`src/phic_consts.vh`:
```
// Constants of the host serial command port
`ifndef PHIC_CONSTS_VH
`define PHIC_CONSTS_VH
// Bus addresses (8-bit form with direction bit)
`define PHIC_ADDR_WR 8'h44
`define PHIC_ADDR_RD 8'h45
// Command bytes
`define PHIC_CMD_OPEN0 8'h04
`define PHIC_CMD_OPEN1 8'h14
`define PHIC_CMD_OPEN2 8'h24
`define PHIC_CMD_OPEN3 8'h34
`define PHIC_CMD_CLOSE 8'h0F
`define PHIC_CMD_WREG 8'hF5
`define PHIC_CMD_RREG 8'hFD
`define PHIC_CMD_EVT 8'h01
`define PHIC_CMD_FLT 8'h11
// Status byte bit positions
`define PHIC_ST_FAULT 7
`define PHIC_ST_NULL 6
`define PHIC_ST_DRAIN 5
`define PHIC_ST_EMPTY 4
`define PHIC_ST_RXLVL 3
`define PHIC_ST_FRAME 2
`define PHIC_ST_TXLOW 1
`define PHIC_ST_TXHIGH 0
// Fault byte bit positions
`define PHIC_FLT_RXOVF 1
`define PHIC_FLT_TXOVF 2
`define PHIC_FLT_ILL 3
// Reset values
`define PHIC_EN_RESET 8'hBF
`define PHIC_DUMMY 8'hFF
// Condition history starts at the idle picture: receive FIFO empty
`define PHIC_COND_RESET 8'h10
// Register address of the event enable byte
`define PHIC_REG_EVT_EN 8'h04
// Serial clock limit (ns) and minimum clock cycles per half period
`define PHIC_SCL_MIN_PERIOD_NS 1000
`define PHIC_CLK_PERIOD_NS 10
`define PHIC_HALF_CYC ((`PHIC_SCL_MIN_PERIOD_NS / 2) / `PHIC_CLK_PERIOD_NS)
// FIFO shape
`define PHIC_FIFO_W 8
`define PHIC_FIFO_D 8
`define PHIC_FIFO_AW 3
`endif

```
`src/phic_port.v`:
```
// Two-wire host command port with event status and receive staging FIFO
`timescale 1ns/1ps
`include "phic_consts.vh"
module phic_port (
	input wire ref_clk,
	input wire srst,
	input wire ce,
	input wire scl_in,
	input wire serial_io_pin_in,
	output reg serial_io_pin_out,
	output reg serial_io_pin_oe,
	output wire event_out,
	input wire deferred_mode,
	input wire tx_go_in,
	input wire [7:0] rx_data,
	input wire rx_valid,
	input wire rx_frame_end,
	input wire rx_null_frame,
	input wire rx_overflow,
	input wire [10:0] tx_count,
	input wire [10:0] tx_high_thr,
	input wire [10:0] tx_low_thr,
	input wire [7:0] rx_thr,
	input wire tx_overflow,
	output reg [7:0] tx_data,
	output reg tx_data_valid,
	output reg frame_open,
	output reg [1:0] codec_sel,
	output reg frame_send,
	output reg frame_close,
	output reg reg_wr,
	output reg [7:0] reg_addr,
	output reg [7:0] reg_wdata,
	input wire [7:0] reg_rdata
);
	// ----------------------------------------
	// Phase and command codes
	// ----------------------------------------
	localparam PH_IDLE = 3'd0;
	localparam PH_ADDR = 3'd1;
	localparam PH_CMD = 3'd2;
	localparam PH_ARG = 3'd3;
	localparam PH_DATA = 3'd4;
	localparam PH_RD = 3'd5;
	localparam PH_WAIT = 3'd6;
	localparam RC_NONE = 2'd0;
	localparam RC_EVT = 2'd1;
	localparam RC_FLT = 2'd2;
	localparam RC_REG = 2'd3;

	// Open-frame decode, used for command checks and codec choice
	function is_open;
		input [7:0] b;
		begin
			is_open = (b == `PHIC_CMD_OPEN0) | (b == `PHIC_CMD_OPEN1) |
				(b == `PHIC_CMD_OPEN2) | (b == `PHIC_CMD_OPEN3);
		end
	endfunction

	reg [2:0] scl_s_q;
	reg [2:0] sda_s_q;
	reg [2:0] go_s_q;
	reg [2:0] ph_q;
	reg [3:0] bit_q;
	reg [7:0] sh_q;
	reg [7:0] cmd_q;
	reg [1:0] rcmd_q;
	reg [1:0] wr_idx_q;
	reg reading_q;
	reg ack_slot_q;
	reg [7:0] out_q;
	reg [7:0] en_q;
	reg [7:0] st_q;
	reg [2:0] flt_q;
	reg [7:0] cond_q;
	reg pin_q;
	reg defer_q;
	reg fetch_evt_q;
	reg fetch_flt_q;
	reg got_data_q;
	reg rx_frame_q;
	reg ill_cmd;
	wire scl;
	wire sda;
	wire scl_rise;
	wire scl_fall;
	wire start_c;
	wire stop_c;
	wire go_tog;
	wire fifo_in_ready;
	wire fifo_out_valid;
	wire [7:0] fifo_out_data;
	wire [3:0] fifo_cnt;
	reg fifo_pop;
	reg fifo_frame_pop;
	wire [7:0] cond;
	wire [7:0] rise;
	wire [7:0] status;

	// ----------------------------------------
	// Pin synchronisers and edge detection
	// ----------------------------------------
	// Third stage only feeds edge detectors, first stage read by nothing else
	always @(posedge ref_clk) begin
		if (srst) begin
			scl_s_q <= 3'h7;
			sda_s_q <= 3'h7;
			go_s_q <= 3'h0;
		end else if (ce) begin
			scl_s_q <= {scl_s_q[1:0], scl_in};
			sda_s_q <= {sda_s_q[1:0], serial_io_pin_in};
			go_s_q <= {go_s_q[1:0], tx_go_in};
		end
	end
	assign scl = scl_s_q[1];
	assign sda = sda_s_q[1];
	assign scl_rise = scl & ~scl_s_q[2];
	assign scl_fall = ~scl & scl_s_q[2];
	assign start_c = scl & scl_s_q[2] & ~sda & sda_s_q[2];
	assign stop_c = scl & scl_s_q[2] & sda & ~sda_s_q[2];
	assign go_tog = go_s_q[1] ^ go_s_q[2];

	// ----------------------------------------
	// Receive staging FIFO toward the host
	// ----------------------------------------
	phic_fifo #(
		.WIDTH(`PHIC_FIFO_W),
		.DEPTH(`PHIC_FIFO_D),
		.AW(`PHIC_FIFO_AW)
	) u_rx_fifo (
		.ref_clk(ref_clk),
		.srst(srst),
		.ce(ce),
		.in_valid(rx_valid),
		.in_ready(fifo_in_ready),
		.in_data(rx_data),
		.out_valid(fifo_out_valid),
		.out_ready(fifo_pop),
		.out_data(fifo_out_data),
		.count(fifo_cnt)
	);

	// ----------------------------------------
	// Event conditions and sticky status
	// ----------------------------------------
	// Live conditions; a rising edge fires the event once only
	assign cond[`PHIC_ST_TXHIGH] = (tx_count >= tx_high_thr);
	assign cond[`PHIC_ST_TXLOW] = (tx_count <= tx_low_thr);
	assign cond[`PHIC_ST_RXLVL] = ({4'h0, fifo_cnt} >= rx_thr) & (rx_thr != 8'h00);
	assign cond[`PHIC_ST_FRAME] = rx_frame_end & rx_valid & fifo_in_ready;
	assign cond[`PHIC_ST_EMPTY] = ~fifo_out_valid;
	assign cond[`PHIC_ST_DRAIN] = fifo_frame_pop;
	assign cond[`PHIC_ST_NULL] = rx_null_frame;
	assign cond[`PHIC_ST_FAULT] = |flt_q;
	assign rise = cond & ~cond_q;
	// Empty bit reads live; the rest are sticky
	assign status = {st_q[7:5], cond[`PHIC_ST_EMPTY], st_q[3:0]};
	assign event_out = pin_q;

	// Status, fault byte and pin; set wins over clear
	always @(posedge ref_clk) begin
		if (srst) begin
			cond_q <= `PHIC_COND_RESET;
			st_q <= 8'h00;
			flt_q <= 3'h0;
			pin_q <= 1'b0;
			en_q <= `PHIC_EN_RESET;
			rx_frame_q <= 1'b0;
		end else if (ce) begin
			cond_q <= cond;
			if (rx_valid & fifo_in_ready & rx_frame_end)
				rx_frame_q <= 1'b1;
			else if (fifo_frame_pop)
				rx_frame_q <= 1'b0;
			// Fault byte clears on fetch, new faults still land
			flt_q <= (fetch_flt_q ? 3'h0 : flt_q) |
				{ill_cmd, tx_overflow, rx_overflow | (rx_valid & ~fifo_in_ready)};
			if (fetch_evt_q)
				st_q <= {st_q[7] & ~fetch_flt_q, 7'h00} | (rise & en_q);
			else if (fetch_flt_q)
				st_q <= {1'b0, st_q[6:0]} | (rise & en_q);
			else
				st_q <= st_q | (rise & en_q);
			if (|(rise & en_q))
				pin_q <= 1'b1;
			else if (fetch_evt_q | fetch_flt_q)
				pin_q <= 1'b0;
			if (reg_wr & (reg_addr == `PHIC_REG_EVT_EN))
				en_q <= reg_wdata;
		end
	end

	// ----------------------------------------
	// Serial byte engine and command decode
	// ----------------------------------------
	always @(posedge ref_clk) begin
		if (srst) begin
			ph_q <= PH_IDLE;
			bit_q <= 4'h0;
			sh_q <= 8'h00;
			cmd_q <= 8'h00;
			rcmd_q <= RC_NONE;
			wr_idx_q <= 2'd0;
			reading_q <= 1'b0;
			ack_slot_q <= 1'b0;
			out_q <= `PHIC_DUMMY;
			serial_io_pin_out <= 1'b0;
			serial_io_pin_oe <= 1'b0;
			fetch_evt_q <= 1'b0;
			fetch_flt_q <= 1'b0;
			ill_cmd <= 1'b0;
			fifo_pop <= 1'b0;
			fifo_frame_pop <= 1'b0;
			tx_data <= 8'h00;
			tx_data_valid <= 1'b0;
			frame_open <= 1'b0;
			codec_sel <= 2'd0;
			frame_send <= 1'b0;
			frame_close <= 1'b0;
			defer_q <= 1'b0;
			got_data_q <= 1'b0;
			reg_wr <= 1'b0;
			reg_addr <= 8'h00;
			reg_wdata <= 8'h00;
		end else if (ce) begin
			fetch_evt_q <= 1'b0;
			fetch_flt_q <= 1'b0;
			ill_cmd <= 1'b0;
			fifo_pop <= 1'b0;
			fifo_frame_pop <= 1'b0;
			tx_data_valid <= 1'b0;
			frame_close <= 1'b0;
			reg_wr <= 1'b0;
			// Deferred start waits for the go toggle
			if (defer_q & go_tog) begin
				defer_q <= 1'b0;
				frame_send <= 1'b1;
			end
			if (start_c) begin
				// Restart keeps the pending read command
				ph_q <= PH_ADDR;
				bit_q <= 4'h0;
				serial_io_pin_oe <= 1'b0;
				reading_q <= 1'b0;
				ack_slot_q <= 1'b0;
			end else if (stop_c) begin
				ph_q <= PH_IDLE;
				serial_io_pin_oe <= 1'b0;
				if (rcmd_q == RC_EVT)
					fetch_evt_q <= reading_q;
				if (rcmd_q == RC_FLT)
					fetch_flt_q <= reading_q;
				rcmd_q <= RC_NONE;
				reading_q <= 1'b0;
			end else if (scl_rise & (ph_q != PH_IDLE) & (ph_q != PH_WAIT)) begin
				if (ack_slot_q) begin
					// Host not-acknowledge ends a read
					if (ph_q == PH_RD & sda) begin
						ph_q <= PH_WAIT;
						if (rcmd_q == RC_EVT)
							fetch_evt_q <= 1'b1;
						if (rcmd_q == RC_FLT)
							fetch_flt_q <= 1'b1;
						rcmd_q <= RC_NONE;
					end
				end else begin
					sh_q <= (ph_q == PH_RD) ? sh_q : {sh_q[6:0], sda};
					bit_q <= bit_q + 4'h1;
				end
			end else if (scl_fall & (ph_q != PH_IDLE) & (ph_q != PH_WAIT)) begin
				if (ack_slot_q) begin
					// Leave ack slot; load next outgoing byte
					ack_slot_q <= 1'b0;
					bit_q <= 4'h0;
					serial_io_pin_oe <= 1'b0;
					if (ph_q == PH_RD) begin
						serial_io_pin_oe <= ~out_q[7];
						serial_io_pin_out <= 1'b0;
						sh_q <= {out_q[6:0], 1'b0};
					end
				end else if (ph_q == PH_RD & bit_q != 4'h8) begin
					serial_io_pin_oe <= ~sh_q[7];
					sh_q <= {sh_q[6:0], 1'b0};
				end else if (bit_q == 4'h8) begin
					ack_slot_q <= 1'b1;
					serial_io_pin_oe <= 1'b0;
					case (ph_q)
					PH_ADDR: begin
						if (sh_q == `PHIC_ADDR_WR) begin
							serial_io_pin_oe <= 1'b1;
							ph_q <= PH_CMD;
							wr_idx_q <= 2'd0;
						end else if (sh_q == `PHIC_ADDR_RD) begin
							serial_io_pin_oe <= 1'b1;
							ph_q <= PH_RD;
							reading_q <= 1'b1;
							// No pending command means a bare data fetch
							case (rcmd_q)
							RC_EVT: out_q <= status;
							RC_FLT: out_q <= {4'h0, flt_q, 1'b0};
							RC_REG: out_q <= reg_rdata;
							default: begin
								out_q <= fifo_out_valid ? fifo_out_data : `PHIC_DUMMY;
								fifo_pop <= fifo_out_valid;
								fifo_frame_pop <= fifo_out_valid & (fifo_cnt == 4'h1) &
									rx_frame_q;
							end
							endcase
						end else
							ph_q <= PH_WAIT;
					end
					PH_CMD: begin
						serial_io_pin_oe <= 1'b1;
						cmd_q <= sh_q;
						ph_q <= PH_DATA;
						if (is_open(sh_q)) begin
							codec_sel <= sh_q[5:4];
							frame_open <= 1'b1;
							got_data_q <= 1'b0;
							frame_send <= ~deferred_mode;
							defer_q <= deferred_mode;
						end else if (sh_q == `PHIC_CMD_CLOSE) begin
							frame_open <= 1'b0;
							frame_close <= 1'b1;
							frame_send <= 1'b0;
						end else if (sh_q == `PHIC_CMD_WREG | sh_q == `PHIC_CMD_RREG)
							ph_q <= PH_ARG;
						else if (sh_q == `PHIC_CMD_EVT)
							rcmd_q <= RC_EVT;
						else if (sh_q == `PHIC_CMD_FLT)
							rcmd_q <= RC_FLT;
						else begin
							serial_io_pin_oe <= 1'b0;
							ill_cmd <= 1'b1;
							ph_q <= PH_WAIT;
						end
					end
					PH_ARG: begin
						serial_io_pin_oe <= 1'b1;
						if (wr_idx_q == 2'd0) begin
							reg_addr <= sh_q;
							wr_idx_q <= 2'd1;
							if (cmd_q == `PHIC_CMD_RREG) begin
								rcmd_q <= RC_REG;
								ph_q <= PH_DATA;
							end
						end else begin
							reg_wdata <= sh_q;
							reg_wr <= 1'b1;
							ph_q <= PH_DATA;
						end
					end
					PH_DATA: begin
						// Payload bytes belong to an open frame only
						serial_io_pin_oe <= is_open(cmd_q);
						if (is_open(cmd_q)) begin
							tx_data <= sh_q;
							tx_data_valid <= 1'b1;
							got_data_q <= 1'b1;
						end
					end
					PH_RD: ph_q <= PH_RD;
					default: ph_q <= PH_WAIT;
					endcase
				end
			end
		end
	end
endmodule

```
`src/phic_fifo.v`:
```
// Small synchronous FIFO with valid/ready on both sides
`timescale 1ns/1ps
module phic_fifo #(
	parameter WIDTH = 8,
	parameter DEPTH = 8,
	parameter AW = 3
) (
	input wire ref_clk,
	input wire srst,
	input wire ce,
	input wire in_valid,
	output wire in_ready,
	input wire [WIDTH-1:0] in_data,
	output wire out_valid,
	input wire out_ready,
	output reg [WIDTH-1:0] out_data,
	output wire [AW:0] count
);
	reg [WIDTH-1:0] mem_q [0:DEPTH-1];
	reg [AW-1:0] wp_q;
	reg [AW-1:0] rp_q;
	reg [AW:0] cnt_q;
	wire push;
	wire pop;

	// ----------------------------------------
	// Handshakes
	// ----------------------------------------
	assign in_ready = (cnt_q != DEPTH[AW:0]);
	assign out_valid = (cnt_q != {(AW+1){1'b0}});
	assign push = ce & in_valid & in_ready;
	assign pop = ce & out_valid & out_ready;
	assign count = cnt_q;

	// Storage and pointers; head word kept in a register
	always @(posedge ref_clk) begin
		if (srst) begin
			wp_q <= {AW{1'b0}};
			rp_q <= {AW{1'b0}};
			cnt_q <= {(AW+1){1'b0}};
		end else begin
			if (push) begin
				mem_q[wp_q] <= in_data;
				wp_q <= wp_q + 1'b1;
			end
			if (pop)
				rp_q <= rp_q + 1'b1;
			if (push & ~pop)
				cnt_q <= cnt_q + 1'b1;
			else if (pop & ~push)
				cnt_q <= cnt_q - 1'b1;
		end
	end

	// Registered read port shows the word at the head
	always @(posedge ref_clk) begin
		if (srst)
			out_data <= {WIDTH{1'b0}};
		else if (ce)
			out_data <= mem_q[pop ? rp_q + 1'b1 : rp_q];
	end
endmodule

```
`config.mk`:
```
export PLATFORM = sky130hd
export DESIGN_NAME = phic_port
export DESIGN_NICKNAME = d
export VERILOG_FILES = /design/src/phic_port.v /design/src/phic_fifo.v
export VERILOG_INCLUDE_DIRS = /design/src
export SDC_FILE = /design/constraint.sdc
export NUM_CORES = 1
export LEC_CHECK = 0
export BUFFER_PORTS_ARGS = -buffer_cell sky130_fd_sc_hd__buf_2
export CORE_UTILIZATION = 59
export CTS_CLUSTER_DIAMETER = 150
export DETAILED_ROUTE_END_ITERATION = 10
export GPL_ROUTABILITY_DRIVEN = 0
export GPL_TIMING_DRIVEN = 0
export PLACE_DENSITY = 0.79
export SYNTH_ARGS = -nofsm -noshare
export SYNTH_HDL_FRONTEND = slang
export SYNTH_SLANG_ARGS = --single-unit
```
`constraint.sdc`:
```
create_clock -name ref_clk -period 2.6 [get_ports ref_clk]
set_input_delay 0.26 -clock ref_clk [delete_from_list [all_inputs] [get_ports ref_clk]]
set_output_delay 0.26 -clock ref_clk [all_outputs]
set_load 0.005 [all_outputs]
```
Yosys cells after proc, flatten, opt, wreduce, memory -nomap -nowiden:

Memory sizes are Yosys's and may differ from the RTL's. A register that Yosys moved wholly into a read port is not among the register bits.
Index checks and enable logic that the tools add are counted.

* register bits: 123
* bits in writable memories: 64
* output and inout port bits: 34
* word-level logic and storage cells: 414
* memories: 1

Memory list
* u_rx_fifo.mem_q: depth 8, width 8, read ports 1, clocked after Yosys merged registers in 1, write ports 1, line phic_fifo.v:19 `reg [WIDTH-1:0] mem_q [0:DEPTH-1];`

* add/sub/neg operators: 5
* magnitude comparators: 3
* eq/ne operators: 61
* muxes and demuxes: 199
* bitwise operators: 66
* reductions and logical operators: 42

Operators with widths (count)
* $mux W1: 139
* $mux W8: 10
* $mux W3: 17
* $reduce_and A10 Y1: 5
* $mux W2: 20
* $ne A5 B5 Y1 const B: 7
* $eq A8 B6 Y1 const B: 4
* $mux W4: 8
* $and A1 B1 Y1: 30
* $reduce_and A9 Y1: 3
* $reduce_bool A3 Y1: 9
* $eq A8 B3 Y1 const B: 3
* $eq A8 B5 Y1 const B: 3
* $eq A8 B8 Y1 const B: 3
* $pmux W8 S3: 1
* $reduce_and A11 Y1: 2
* $not A1 Y1: 19
* $ne A3 B3 Y1 const B: 6
* $and A8 B8 Y8: 2
* $eq A8 B7 Y1 const B: 2
* $ne A4 B4 Y1 const B: 4
* $or A8 B8 Y8: 2
* $pmux W3 S5: 1
* $reduce_and A15 Y1: 1
* 42 further kinds: 75

Longest topological paths before layout:

Gate-level depths: netlist of the first run.

* word-level depth: 14
* mapped depth: 11
* gate-level depth less buffers: 10

Hierarchy:

Synthesis of the first run repeated with hierarchy kept, for this count alone.

* cell total of the unflattened synthesis: 954
* area, all modules: 9570.4 µm²

By module, submodules not included
* phic_port: instances 1, cells an instance 708, area an instance 5766.8 µm², seq. area each 2222.1 µm²
* phic_fifo: instances 1, cells an instance 246, area an instance 3803.6 µm², seq. area each 2282.2 µm²

Least setup slack after synthesis of the first run:

OpenSTA, ideal clock, no wires.

* kind: register to register
* from: register u_rx_fifo.cnt_q[0], in the netlist u_rx_fifo.count[0]
* to: memory u_rx_fifo.mem_q[0][0] (enable)
* setup time: 383 ps
* data arrival time: 1950 ps
* required time: 2217 ps
* path slack: 266 ps
* cell stages (with the launch flop): 7
* path buffers: 0
* clock period less this slack: 2334 ps
* cells stage by stage: dfxtp_1 > inv_1 > ha_1 > nand3b_1 > nand3_1 > or3_1 > nor3_1

* cells in the longest elaborated chain, start to end: 5

RTL lines
* start: declaration: line phic_fifo.v:22 `reg [AW:0] cnt_q;`
* start signal: assignment: line phic_fifo.v:40 `cnt_q <= {(AW+1){1'b0}};`
* start signal: assignment: line phic_fifo.v:49 `cnt_q <= cnt_q + 1'b1;`
* start signal: assignment: line phic_fifo.v:51 `cnt_q <= cnt_q - 1'b1;`
* $ne A4 B4 Y1: line phic_fifo.v:29 `assign in_ready = (cnt_q != DEPTH[AW:0]);`
* $and A1 B1 Y1: line phic_fifo.v:31 `assign push = ce & in_valid & in_ready;`
* $mux W1: line phic_fifo.v:42 `if (push) begin`
* $mux W1: line phic_fifo.v:37 `if (srst) begin`
* $mux W1 (implied by the code): line phic_fifo.v:43 `mem_q[wp_q] <= in_data;`
* end: declaration: line phic_fifo.v:19

Every way passes these cells.

Final worst setup path of the first run:

* from: register u_rx_fifo.cnt_q[0], in the netlist u_rx_fifo.count[0]
* to: register u_rx_fifo.out_data[4] (read register of u_rx_fifo.mem_q)

* cells in the longest elaborated chain, start to end: 4

RTL lines
* $reduce_bool A4 Y1: line phic_fifo.v:30 `assign out_valid = (cnt_q != {(AW+1){1'b0}});`
* $and A1 B1 Y1 (2 in series): line phic_fifo.v:32 `assign pop = ce & out_valid & out_ready;`
* $mux W3
* end: declaration: line phic_fifo.v:16 `output reg [WIDTH-1:0] out_data,`

Every way passes these cells.
A chain may end at the register's enable or synchronous reset.

==> results.md, run 1 <==
- Status: complete, no violations
- Hold_buf cts: 0
- Worst EP arrival: 2.86 ns
- Post-DRT Antenna Nets: 0
- Clock Latency Late Sink: 0.43 ns
- Routed len/inst: between 15 and 20 um
- # DRC: 0
- Die area: 16500 um^2
- Final setup fails: 0
- Fin nets: 1200
- Clk buf depth: 2
- All-Layer GR Usage: about a third
- Seq/Total Area, Yosys: between 40% and 50%
- Max Cap Viol: 0
- DRT Pass-1 Iters: 5
- Crit path max fanout: 8
- Largest net degree at the start of global routing: 18
- Worst setup path category: flop to flop
- DR iter-0 viols: 833
- Worst setup EP type: flop
- Worst Tran Pin Value: 0.844 ns
- Final Power: about 6.5 mW
- I/O pin cnt: 103
- Vias in the first global route: 7540
- Synth top area cells: dfxtp_1, edfxtp_1, mux2i_1, nor2_1, ha_1
- Lkg Pwr: 4.35 nW
- Layout Skew: 0.00828 ns
- Clk pwr share: 41.5%
- Initial antenna violation count: 0
- PortBufs: 101
- Final-report max-slew violation count: 0
- Reg power frac: 49.6%
- Total CTS buffers: 17
- Site row count: 45
- # diodes: 0
- Combinational Power Share: 8.9%
- Fmax: 399 MHz
- CP Cell Sequence: inv_1 -> ha_2 -> or3b_4 -> buf_4 -> nand3_1 -> xor2_1 -> or3_1 -> o22a_1 -> o211ai_1
- Final min period: 2.51 ns
- Number of synthesized flops with an enable pin: 64
- DPL Wire Length: 17600 um
- Sw Pwr: 1.56 mW
- Synthesized area per cell: 9.65 um^2
- Post-synth top flop: dfxtp_1
- Final Core Density: 71.4%
- Switching portion of total power: 24.0%
- Layout cell share with drive strength beyond 1: 17.6%
- Bufs and invs on worst path: 2
- DRT Wirelength: 25400 um
- Max IR drop VDD: 0.000433 V
- Setup tns final: 0 ns
- Via count: 8175
- Yosys Warn Count: 0
- Clock sinks: between 150 and 200
- Post-synth net total: 1078
- Die H: approximately 130 um
- Flip-flop and latch count after synthesis: 193
- Core area: approximately 15000 um^2
- Slowest CP cell: or3_1
- Final Hold Fails: 0
- Synth-to-Final Area Change: 16.6%
- Clock transition at path regs: 0.07 ns
- Synthesized netlist cell count: 975
- Cell Area, Synth: 9410 um^2
- Starting Density: between 60 and 70%
- H-tree levels: 4
- Clock tree from TritonCTS: done
- Hold Crit Class: input port to flop
- Async S/R FF share, synth: 0%
- Cell family with most CP delay: simple AND/OR/NAND/NOR gates
- Clock root cell: clkbuf_16
- Die X: around 130 um
- Worst slew margin: 43.5%
- Internal power: 4.92 mW
- Synth cell types: 68
- CP peak stage delay: 0.54 ns
- Share of the synthesized area in the top cell type: between 20% and 30%
- Pwr Density: 591 nW/um^2
- Global-route wire length before repair: 39600 um
- Remaining global-route overflow: 0
- Startpoint Class: flop
- Vias per cell: 6.19
- Largest area contributor in the netlist: dfxtp_1
- Period utilization: 96.5%
- CP required: about 3 ns
-- synth_stat cells (11+ instances only) --
master and n:
a211o_1 18, a21oi_1 64, a221oi_1 19, a22o_1 17
a22oi_1 37, buf_2 11, clkbuf_1 42, dfxtp_1 129
edfxtp_1 64, ha_1 34, inv_1 48, mux2i_1 57
nand2_1 71, nand2b_1 17, nand3_1 16, nand4_1 11
nor2_1 118, nor3_1 16, o21ai_0 19
-- path summary, 6_finish.rpt --
kind / from / to / slack (ns) / depth (start not counted)
max: u_rx_fifo.count[0]$_SDFFE_PP0P_ / u_rx_fifo.out_data[4]$_SDFFE_PP0P_ / 0.09 / 9
min: serial_io_pin_in / sda_s_q[0]$_SDFFE_PP1P_ / 0.04 / 2
max reg2reg: u_rx_fifo.count[0]$_SDFFE_PP0P_ / u_rx_fifo.out_data[4]$_SDFFE_PP0P_ / 0.09 / 9
min reg2reg: st_q[1]$_SDFFE_PP0P_ / st_q[1]$_SDFFE_PP0P_ / 0.45 / 2
-- state kept, by name, indices dropped and copies added, names as in the netlist, 4 cells and up --
name and flops:
u_rx_fifo.mem_q 64, cmd_q 8, cond_q 8, en_q 8
out_q 8, reg_addr 8, reg_wdata 8, sh_q 8
tx_data 8, u_rx_fifo.out_data 8, st_q 7, bit_q 4
u_rx_fifo.count 4
-- cells by family after synthesis --
logic type	Yosys count	share of synthesized area [%]
other	1	0.0399
flip-flops	193	47.9
adder cells (fa/ha/maj)	34	4.52
AND/OR/NAND/NOR	315	16.2
XOR/XNOR	10	1.01
buffers and inverters	110	4.64
AO/OA/AOI/OAI	255	19.6
multiplexers	57	6.06
-- power groups by stage --
stage / sequential (mW) / combinational (mW) / clock (mW)
2_1_floorplan: 3.26 / 0.344 / 0
6_report: 3.21 / 0.579 / 2.69
4_1_cts: 3.21 / 0.562 / 2.69
5_1_grt: 3.22 / 0.641 / 2.82
3_3_place_gp: 3.27 / 0.523 / 0
3_5_place_dp: 3.27 / 0.534 / 0
-- layer usage --
metal | track usage (%) | vias up | part of all wire (%)
met1 | 44.9 | 3837 | 43
met5 | 0 | - | 0
met2 | 48.5 | 458 | 44
met4 | 12.0 | 0 | 1.8
li1 | - | 3841 | -
met3 | 6.14 | 39 | 11
-- worst register-to-register path, stage by stage (launching register included) --
cell      delay [ns]
dfxtp_2         0.35
inv_1           0.09
ha_2            0.21
or3b_4          0.44
buf_4           0.17
nand3_1         0.10
xor2_1          0.12
or3_1           0.54
o22a_1          0.30
o211ai_1        0.10
-- cells in the final DEF (no fill, tap or decap), types with 7 or more instances in the layout --
| cell type | synthesis | final |
|---|---|---|
| a211o_1 | 18 | 18 |
| a21o_1 | 8 | 8 |
| a21oi_1 | 64 | 59 |
| a221oi_1 | 19 | 19 |
| a22o_1 | 17 | 17 |
| a22oi_1 | 37 | 37 |
| a311oi_1 | 9 | 9 |
| a31oi_1 | 10 | 10 |
| buf_2 | 11 | 108 |
| buf_4 | 2 | 9 |
| clkbuf_1 | 42 | 33 |
| clkbuf_16 | 0 | 17 |
| dfxtp_1 | 129 | 127 |
| edfxtp_1 | 64 | 64 |
| ha_1 | 34 | 33 |
| inv_1 | 48 | 48 |
| mux2i_1 | 57 | 57 |
| nand2_1 | 71 | 70 |
| nand2b_1 | 17 | 17 |
| nand3_1 | 16 | 15 |
| nand3b_1 | 8 | 8 |
| nand4_1 | 11 | 11 |
| nor2_1 | 118 | 114 |
| nor2b_1 | 8 | 8 |
| nor3_1 | 16 | 13 |
| o211ai_1 | 9 | 9 |
| o21ai_0 | 19 | 19 |
| o22a_1 | 8 | 8 |
| or3_1 | 9 | 9 |
| xor2_1 | 7 | 7 |
-- cell type report --
type	count	area (um^2)
plain buffers	59	275
clock buffers	18	429
clock inverters	13	174
fillers	1196	4400
inverters	48	180
multi-input cells	672	4600
flip-flops and latches	193	4510
well taps	211	264
repair buffers	106	543
-- stage by stage --
stage | instances | cell area [um^2] | hold slack (ns) | setup WS, ns
6_report | 1320 | 11000 | 0.0381 | 0.0906
3_3_place_gp | 1287 | 10200 | 0.441 | -0.384
4_1_cts | 1320 | 10900 | 0.0300 | -0.0232
5_1_grt | 1320 | 11000 | 0.0297 | -0.00282
3_5_place_dp | 1287 | 10200 | 0.443 | -0.473
2_1_floorplan | 975 | 9410 | 0.359 | 0.266
-- timing repair --
| action | in CTS | in global routing |
|---|---|---|
| gates resized for setup | 24 | 28 |
| buffers inserted | 2 | 3 |
| endpoints found under the hold margin | 0 | 0 |
| endpoints found under the setup margin | 49 | 104 |
| pin swaps | 0 | 2 |
Note: power is estimated with default switching activity, not from simulation.
==> inputs of run 2 (changes only) <==
--- a/config.mk
+++ b/config.mk
@@ -7,12 +7,12 @@
 export NUM_CORES = 1
 export LEC_CHECK = 0
 export BUFFER_PORTS_ARGS = -buffer_cell sky130_fd_sc_hd__buf_2
-export CORE_UTILIZATION = 59
+export CORE_UTILIZATION = 25
 export CTS_CLUSTER_DIAMETER = 150
 export DETAILED_ROUTE_END_ITERATION = 10
 export GPL_ROUTABILITY_DRIVEN = 0
 export GPL_TIMING_DRIVEN = 0
-export PLACE_DENSITY = 0.79
+export PLACE_DENSITY = 0.4
 export SYNTH_ARGS = -nofsm -noshare
 export SYNTH_HDL_FRONTEND = slang
 export SYNTH_SLANG_ARGS = --single-unit
==> run 2 against run 1 <==
Compared with the run above: clock skew rose by 0.0066 ns; cell area rose by 3.7%; via count fell by 3.8%; hold slack got worse by 0.013 ns; core utilization fell by 40 points; sequential power barely moved; sequential share of layout area fell by 1.5 points; critical endpoint is now u_rx_fifo.mem_q[7][2]$_DFFE_PP_; maximum frequency rose by 1.3%; register-to-register slack improved by 0.03 ns; sequential cell count did not move.
==> results.md, run 2 (synthesis gave the netlist of run 1 again) <==
- Largest Register: u_rx_fifo.mem_q
- Core area: 36800 um^2
- Clock tree from TritonCTS: done
- Post-DRT Antenna Nets: 0
- Startpoint Class: flop
- Commonest non-fill, non-tap cell in the layout: dfxtp_1
- Clk buf depth: 2
- Placed Cells: 1544
- Synth-to-Final Area Change: 20.9%
- Starting Density: 25.6%
- Clock sinks: 193
- H-tree levels: 4
- Worst flop-to-flop path endpoint: u_rx_fifo.mem_q[7][2]$_DFFE_PP_
- Max FFs per register: 64
- Hold_buf cts: 0
- DRT Wirelength: 31100 um
- DPL Wire Length: 22700 um
- Final-report max-slew violation count: 0
- Routed len/inst: 19.7 um
- HP Start: serial_io_pin_in
- Final Hold Fails: 0
- Hold EP: sda_s_q[0]$_SDFFE_PP1P_
- Vias in the first global route: 7755
- Clock root cell: clkbuf_16
- Pwr Density: 574 nW/um^2
- DR iter-0 viols: 556
- Remaining global-route overflow: 0
- CP required: 2.67 ns
- Reg area: around 4500 um^2
- Clock Latency Late Sink: 0.44 ns
- Period utilization: a little over nine tenths
- Layout Skew: between 0.01 and 0.015 ns
- Vias per cell: 4.98
- Slowest CP cell: nor2_1
- WHS: 0.0247 ns
- R2R cell count: 7
- CP Cell Sequence: inv_1 -> ha_2 -> nand3b_1 -> nand3_1 -> nor2_1 -> nand2_1 -> nor2_1
- Global-route wire length before repair: 47300 um
- Initial antenna violation count: 0
- Site row count: 70
- PortBufs: 101
- Lkg Pwr: 4.39 nW
- Total placed instance area: 10500 um^2
- # DRC: 0
- Worst setup path category: flop to flop
- Total CTS buffers: 17
- Fin nets: 1200
- Reg-to-reg startpoint: u_rx_fifo.count[1]$_SDFFE_PP0P_
- Final setup fails: 0
- Worst slew margin: 37.4%
- Final min period: 2.48 ns
- Commonest non-fill, non-tap cells in the layout: dfxtp_1, nor2_1, buf_2
- DRT Pass-1 Iters: 5
- Cell area after layout: 11400 um^2
- All-Layer GR Usage: between 10% and 20%
- Largest net degree at the start of global routing: 18
- Worst EP arrival: 2.54 ns
- Crit path max fanout: 8
- Area of the multi-input gates: 4650 um^2
- Fill cells: slightly below 4000
- Die H: 196 um
- Reg2Reg Setup Slack: 0.12 ns
- Fmax: 404 MHz
- # diodes: 0
- Die area: 38400 um^2
- Final Power: 6.53 mW
- RSZ-0062 raised after global routing: true
- Status: complete, no violations
- Max IR drop VDD: 0.000467 V
- Worst setup EP type: flop
- Non-filler instance count after layout: 1578
- Via count: about 7900
- Worst Tran Pin Value: 0.939 ns
- Layout cell share with drive strength beyond 1: 18.2%
- I/O pin cnt: approximately 100
- Hold Crit Depth: 2
- Crit path top cell by count: nor2_1
- Clock transition at path regs: roughly 0.080 ns
- Die X: 196 um
- Max Cap Viol: 0
- Hold Crit Class: input port to flop
- CP peak stage delay: 0.68 ns
==> run 2: cell count changes in the layout (fill, tap and decap cells not counted), sizes merged <==
cell      delta
clkinvlp     -3
bufinv       -2
inv          -1
buf          +3
clkbuf       +2
clkinv       +2
==> run 2: cell type report <==
class / count / area share (%)
timing repair buffer: 108 / 5.13
buffer: 57 / 2.39
inverter: 48 / 1.58
sequential: 193 / 39.6
clock inverter: 9 / 0.814
tap: 468 / 5.15
clock buffer: 23 / 4.40
multi-input combinational: 672 / 40.9
==> run 2: worst max-delay path by stage <==
stage	from	end	slack (ns)
floorplan	u_rx_fifo.count[0]$_SDFFE_PP0P_	u_rx_fifo.mem_q[0][0]$_DFFE_PP_	0.27
global placement	u_rx_fifo.count[0]$_SDFFE_PP0P_	u_rx_fifo.mem_q[0][7]$_DFFE_PP_	-0.61
detailed placement	u_rx_fifo.count[0]$_SDFFE_PP0P_	u_rx_fifo.out_data[3]$_SDFFE_PP0P_	-0.55
CTS	u_rx_fifo.count[0]$_SDFFE_PP0P_	u_rx_fifo.mem_q[4][1]$_DFFE_PP_	-0.02
global route	u_rx_fifo.count[1]$_SDFFE_PP0P_	u_rx_fifo.mem_q[1][2]$_DFFE_PP_	-0.08
finish	u_rx_fifo.count[1]$_SDFFE_PP0P_	u_rx_fifo.mem_q[7][2]$_DFFE_PP_	0.12
==> run 2: critical path: cells and delay by family (launching register included) <==
family / cells / cell delay [ns]
flip-flops: 1 / 0.44
buffers and inverters: 1 / 0.09
adder cells (fa/ha/maj): 1 / 0.21
AND/OR/NAND/NOR: 5 / 1.35
==> run 2: repair_timing <==
item / CTS / global route
resized for setup: 34 / 30
pin swaps: 1 / 6
setup endpoints to repair: 61 / 102
setup buffers: 1 / 6
==> run 2: routing by layer <==
layer,global-route usage (%),wire [um],vias to the layer above
li1,-,-,3843
met1,21.9,14700,3833
met2,28.0,15100,166
met3,2.39,1000,24
met4,3.62,329,0
met5,0,0,-
==> run 2: power breakdown <==
group / internal [mW] / switching, mW / leakage, nW
Combinational: 0.237 / 0.367 / 2.47
Clock: 1.48 / 1.23 / 0.295
Sequential: 3.16 / 0.0518 / 1.62
Total: 4.88 / 1.65 / 4.39
==> run 2: stage by stage <==
stage | utilization, % | worst slack [ns] | setup TNS [ns]
floorplan | - | 0.266 | 0
finish | 30.9 | 0.122 | 0
CTS | 30.5 | -0.0150 | -0.0686
global route | 30.9 | -0.0764 | -1.10
global placement | 28.5 | -0.613 | -19.27
detailed placement | 28.6 | -0.555 | -11.75
==> inputs of run 3 (changes only) <==
--- a/config.mk
+++ b/config.mk
@@ -12,7 +12,6 @@
 export DETAILED_ROUTE_END_ITERATION = 10
 export GPL_ROUTABILITY_DRIVEN = 0
 export GPL_TIMING_DRIVEN = 0
-export PLACE_DENSITY = 0.4
 export SYNTH_ARGS = -nofsm -noshare
 export SYNTH_HDL_FRONTEND = slang
 export SYNTH_SLANG_ARGS = --single-unit
==> run 3 against run 2 <==
Compared with the run above: non-clock buffer count is the same; register-to-register slack is essentially flat; combinational power shrank 3%; largest cell class unchanged.
==> results.md, run 3 (synthesis gave the netlist of run 1 again) <==
- Final setup fails: 0
- All-Layer GR Usage: 14.6%
- CP Cell Sequence: inv_1 -> ha_2 -> nand3b_1 -> nand3_1 -> or3_1 -> nor2_2
- Final Power: between 6 and 7 mW
- Startpoint Class: flop
- Via count: approximately 8000
- Fmax: 406 MHz
- Worst setup path category: flop to flop
- Vias per cell: 5.06
- Clock tree from TritonCTS: done
- Worst setup EP type: flop
- Max IR drop VDD: approximately 0.00042 V
- Layout Skew: 0.0117 ns
- DRT Pass-1 Iters: 7
- RSZ-0062 raised after global routing: true
- CP peak stage delay: slightly above 0.5 ns
- Vias in the first global route: around 7700
- Slowest CP cell: or3_1
- Commonest non-fill, non-tap cells in the layout: dfxtp_1, nor2_1, buf_2
- Clk buf depth: 2
- Post-DRT Antenna Nets: 0
- Max FFs per register: 64
- Die area: between 30000 and 40000 um^2
- Crit path max fanout: 8
- PortBufs: 101
- Largest Register: u_rx_fifo.mem_q
- DR iter-0 viols: around 650
- Placed Cells: 1544
- Status: complete, no violations
- Lkg Pwr: roughly 4.3 nW
- Routed len/inst: 17.8 um
- Remaining global-route overflow: 0
- Worst Tran Pin Value: slightly below 0.9 ns
- Clock sinks: 193
- Hold_buf cts: 0
- Final Hold Fails: 0
- Die X: 196 um
- Clock Latency Late Sink: ~0.44 ns
- Largest net degree at the start of global routing: 17
- Layout cell share with drive strength beyond 1: 17.3%
- Commonest non-fill, non-tap cell in the layout: dfxtp_1
- Worst EP arrival: approximately 2.5 ns
- Fin nets: 1200
- I/O pin cnt: ~100
- H-tree levels: 4
- Period utilization: 94.8%
- Site row count: 70
- Clock root cell: clkbuf_16
- Core area: 36800 um^2
- Global-route wire length before repair: 43100 um
- Clock transition at path regs: around 0.070 ns
- Initial antenna violation count: 2
- # DRC: 0
- Hold Crit Class: input port to flop
- Final min period: between 2 and 2.5 ns
- Total CTS buffers: 17
- Synth-to-Final Area Change: 19.7%
- Starting Density: 25.6%
- Final-report max-slew violation count: 0
- Setup tns final: 0 ns
- Die H: 196 um
- Worst slew margin: 42.3%
- CP required: 2.67 ns
- DRT Wirelength: 28100 um
- Final Core Density: 30.6%
- DPL Wire Length: 20700 um
- Non-filler instance count after layout: 1579
- Max Cap Viol: 0
- Pwr Density: 559 nW/um^2
## run 3: final timing paths
check,startpoint,to,slack (ns),cells after the start
worst max register to register,u_rx_fifo.count[0]$_SDFFE_PP0P_,u_rx_fifo.mem_q[2][5]$_DFFE_PP_,0.14,6
worst max-delay path,u_rx_fifo.count[0]$_SDFFE_PP0P_,u_rx_fifo.mem_q[2][5]$_DFFE_PP_,0.14,6
worst min-delay path,serial_io_pin_in,sda_s_q[0]$_SDFFE_PP1P_,0.06,2
worst min register to register,st_q[1]$_SDFFE_PP0P_,st_q[1]$_SDFFE_PP0P_,0.46,2
## run 3: worst max-delay path, delay by kind of cell, from the launching register on
family / cells / cell delay [ns]
adder cells (fa/ha/maj): 1 / 0.22
buffers and inverters: 1 / 0.11
flip-flops: 1 / 0.43
AND/OR/NAND/NOR: 4 / 1.33
## run 3: cell type report
type,instances,area [um^2]
timing repair buffer,105,548
inverter,48,180
clock buffer,22,484
clock inverter,10,73.8
fill,3826,25500
antenna,1,2.50
multi-input combinational,672,4610
buffer,60,275
sequential,193,4500
tap,468,586
## run 3: routing by layer
metal	part of all wire (%)	routed length (um)	vias up	global-route usage (%)
met5	0.060	17	-	0
li1	-	-	3848	-
met2	49	13900	275	25.2
met4	2.5	704	2	5.21
met1	42	11800	3818	18.0
met3	6.1	1720	46	2.99
## run 3: power by group
| part | internal [mW] | total [mW] | switching, mW |
|---|---|---|---|
| registers | 3.16 | 3.21 | 0.0475 |
| logic | 0.227 | 0.585 | 0.358 |
| clock network | 1.33 | 2.50 | 1.17 |
| total | 4.72 | 6.30 | 1.57 |
## run 3: timing repair
action	CTS	global route
pin swaps	0	3
endpoints found under the hold margin	0	0
gates resized for setup	22	28
setup endpoints to repair	54	74
buffers inserted	0	4
## run 3: per-stage QoR
step	area, um^2	hold slack (ns)	worst slack [ns]
6_report	11300	0.0627	0.136
3_5_place_dp	10500	0.451	-0.530
5_1_grt	11300	0.0718	-0.0188
3_3_place_gp	10500	0.445	-0.442
2_1_floorplan	9410	0.359	0.266
4_1_cts	11100	0.0610	0.00225
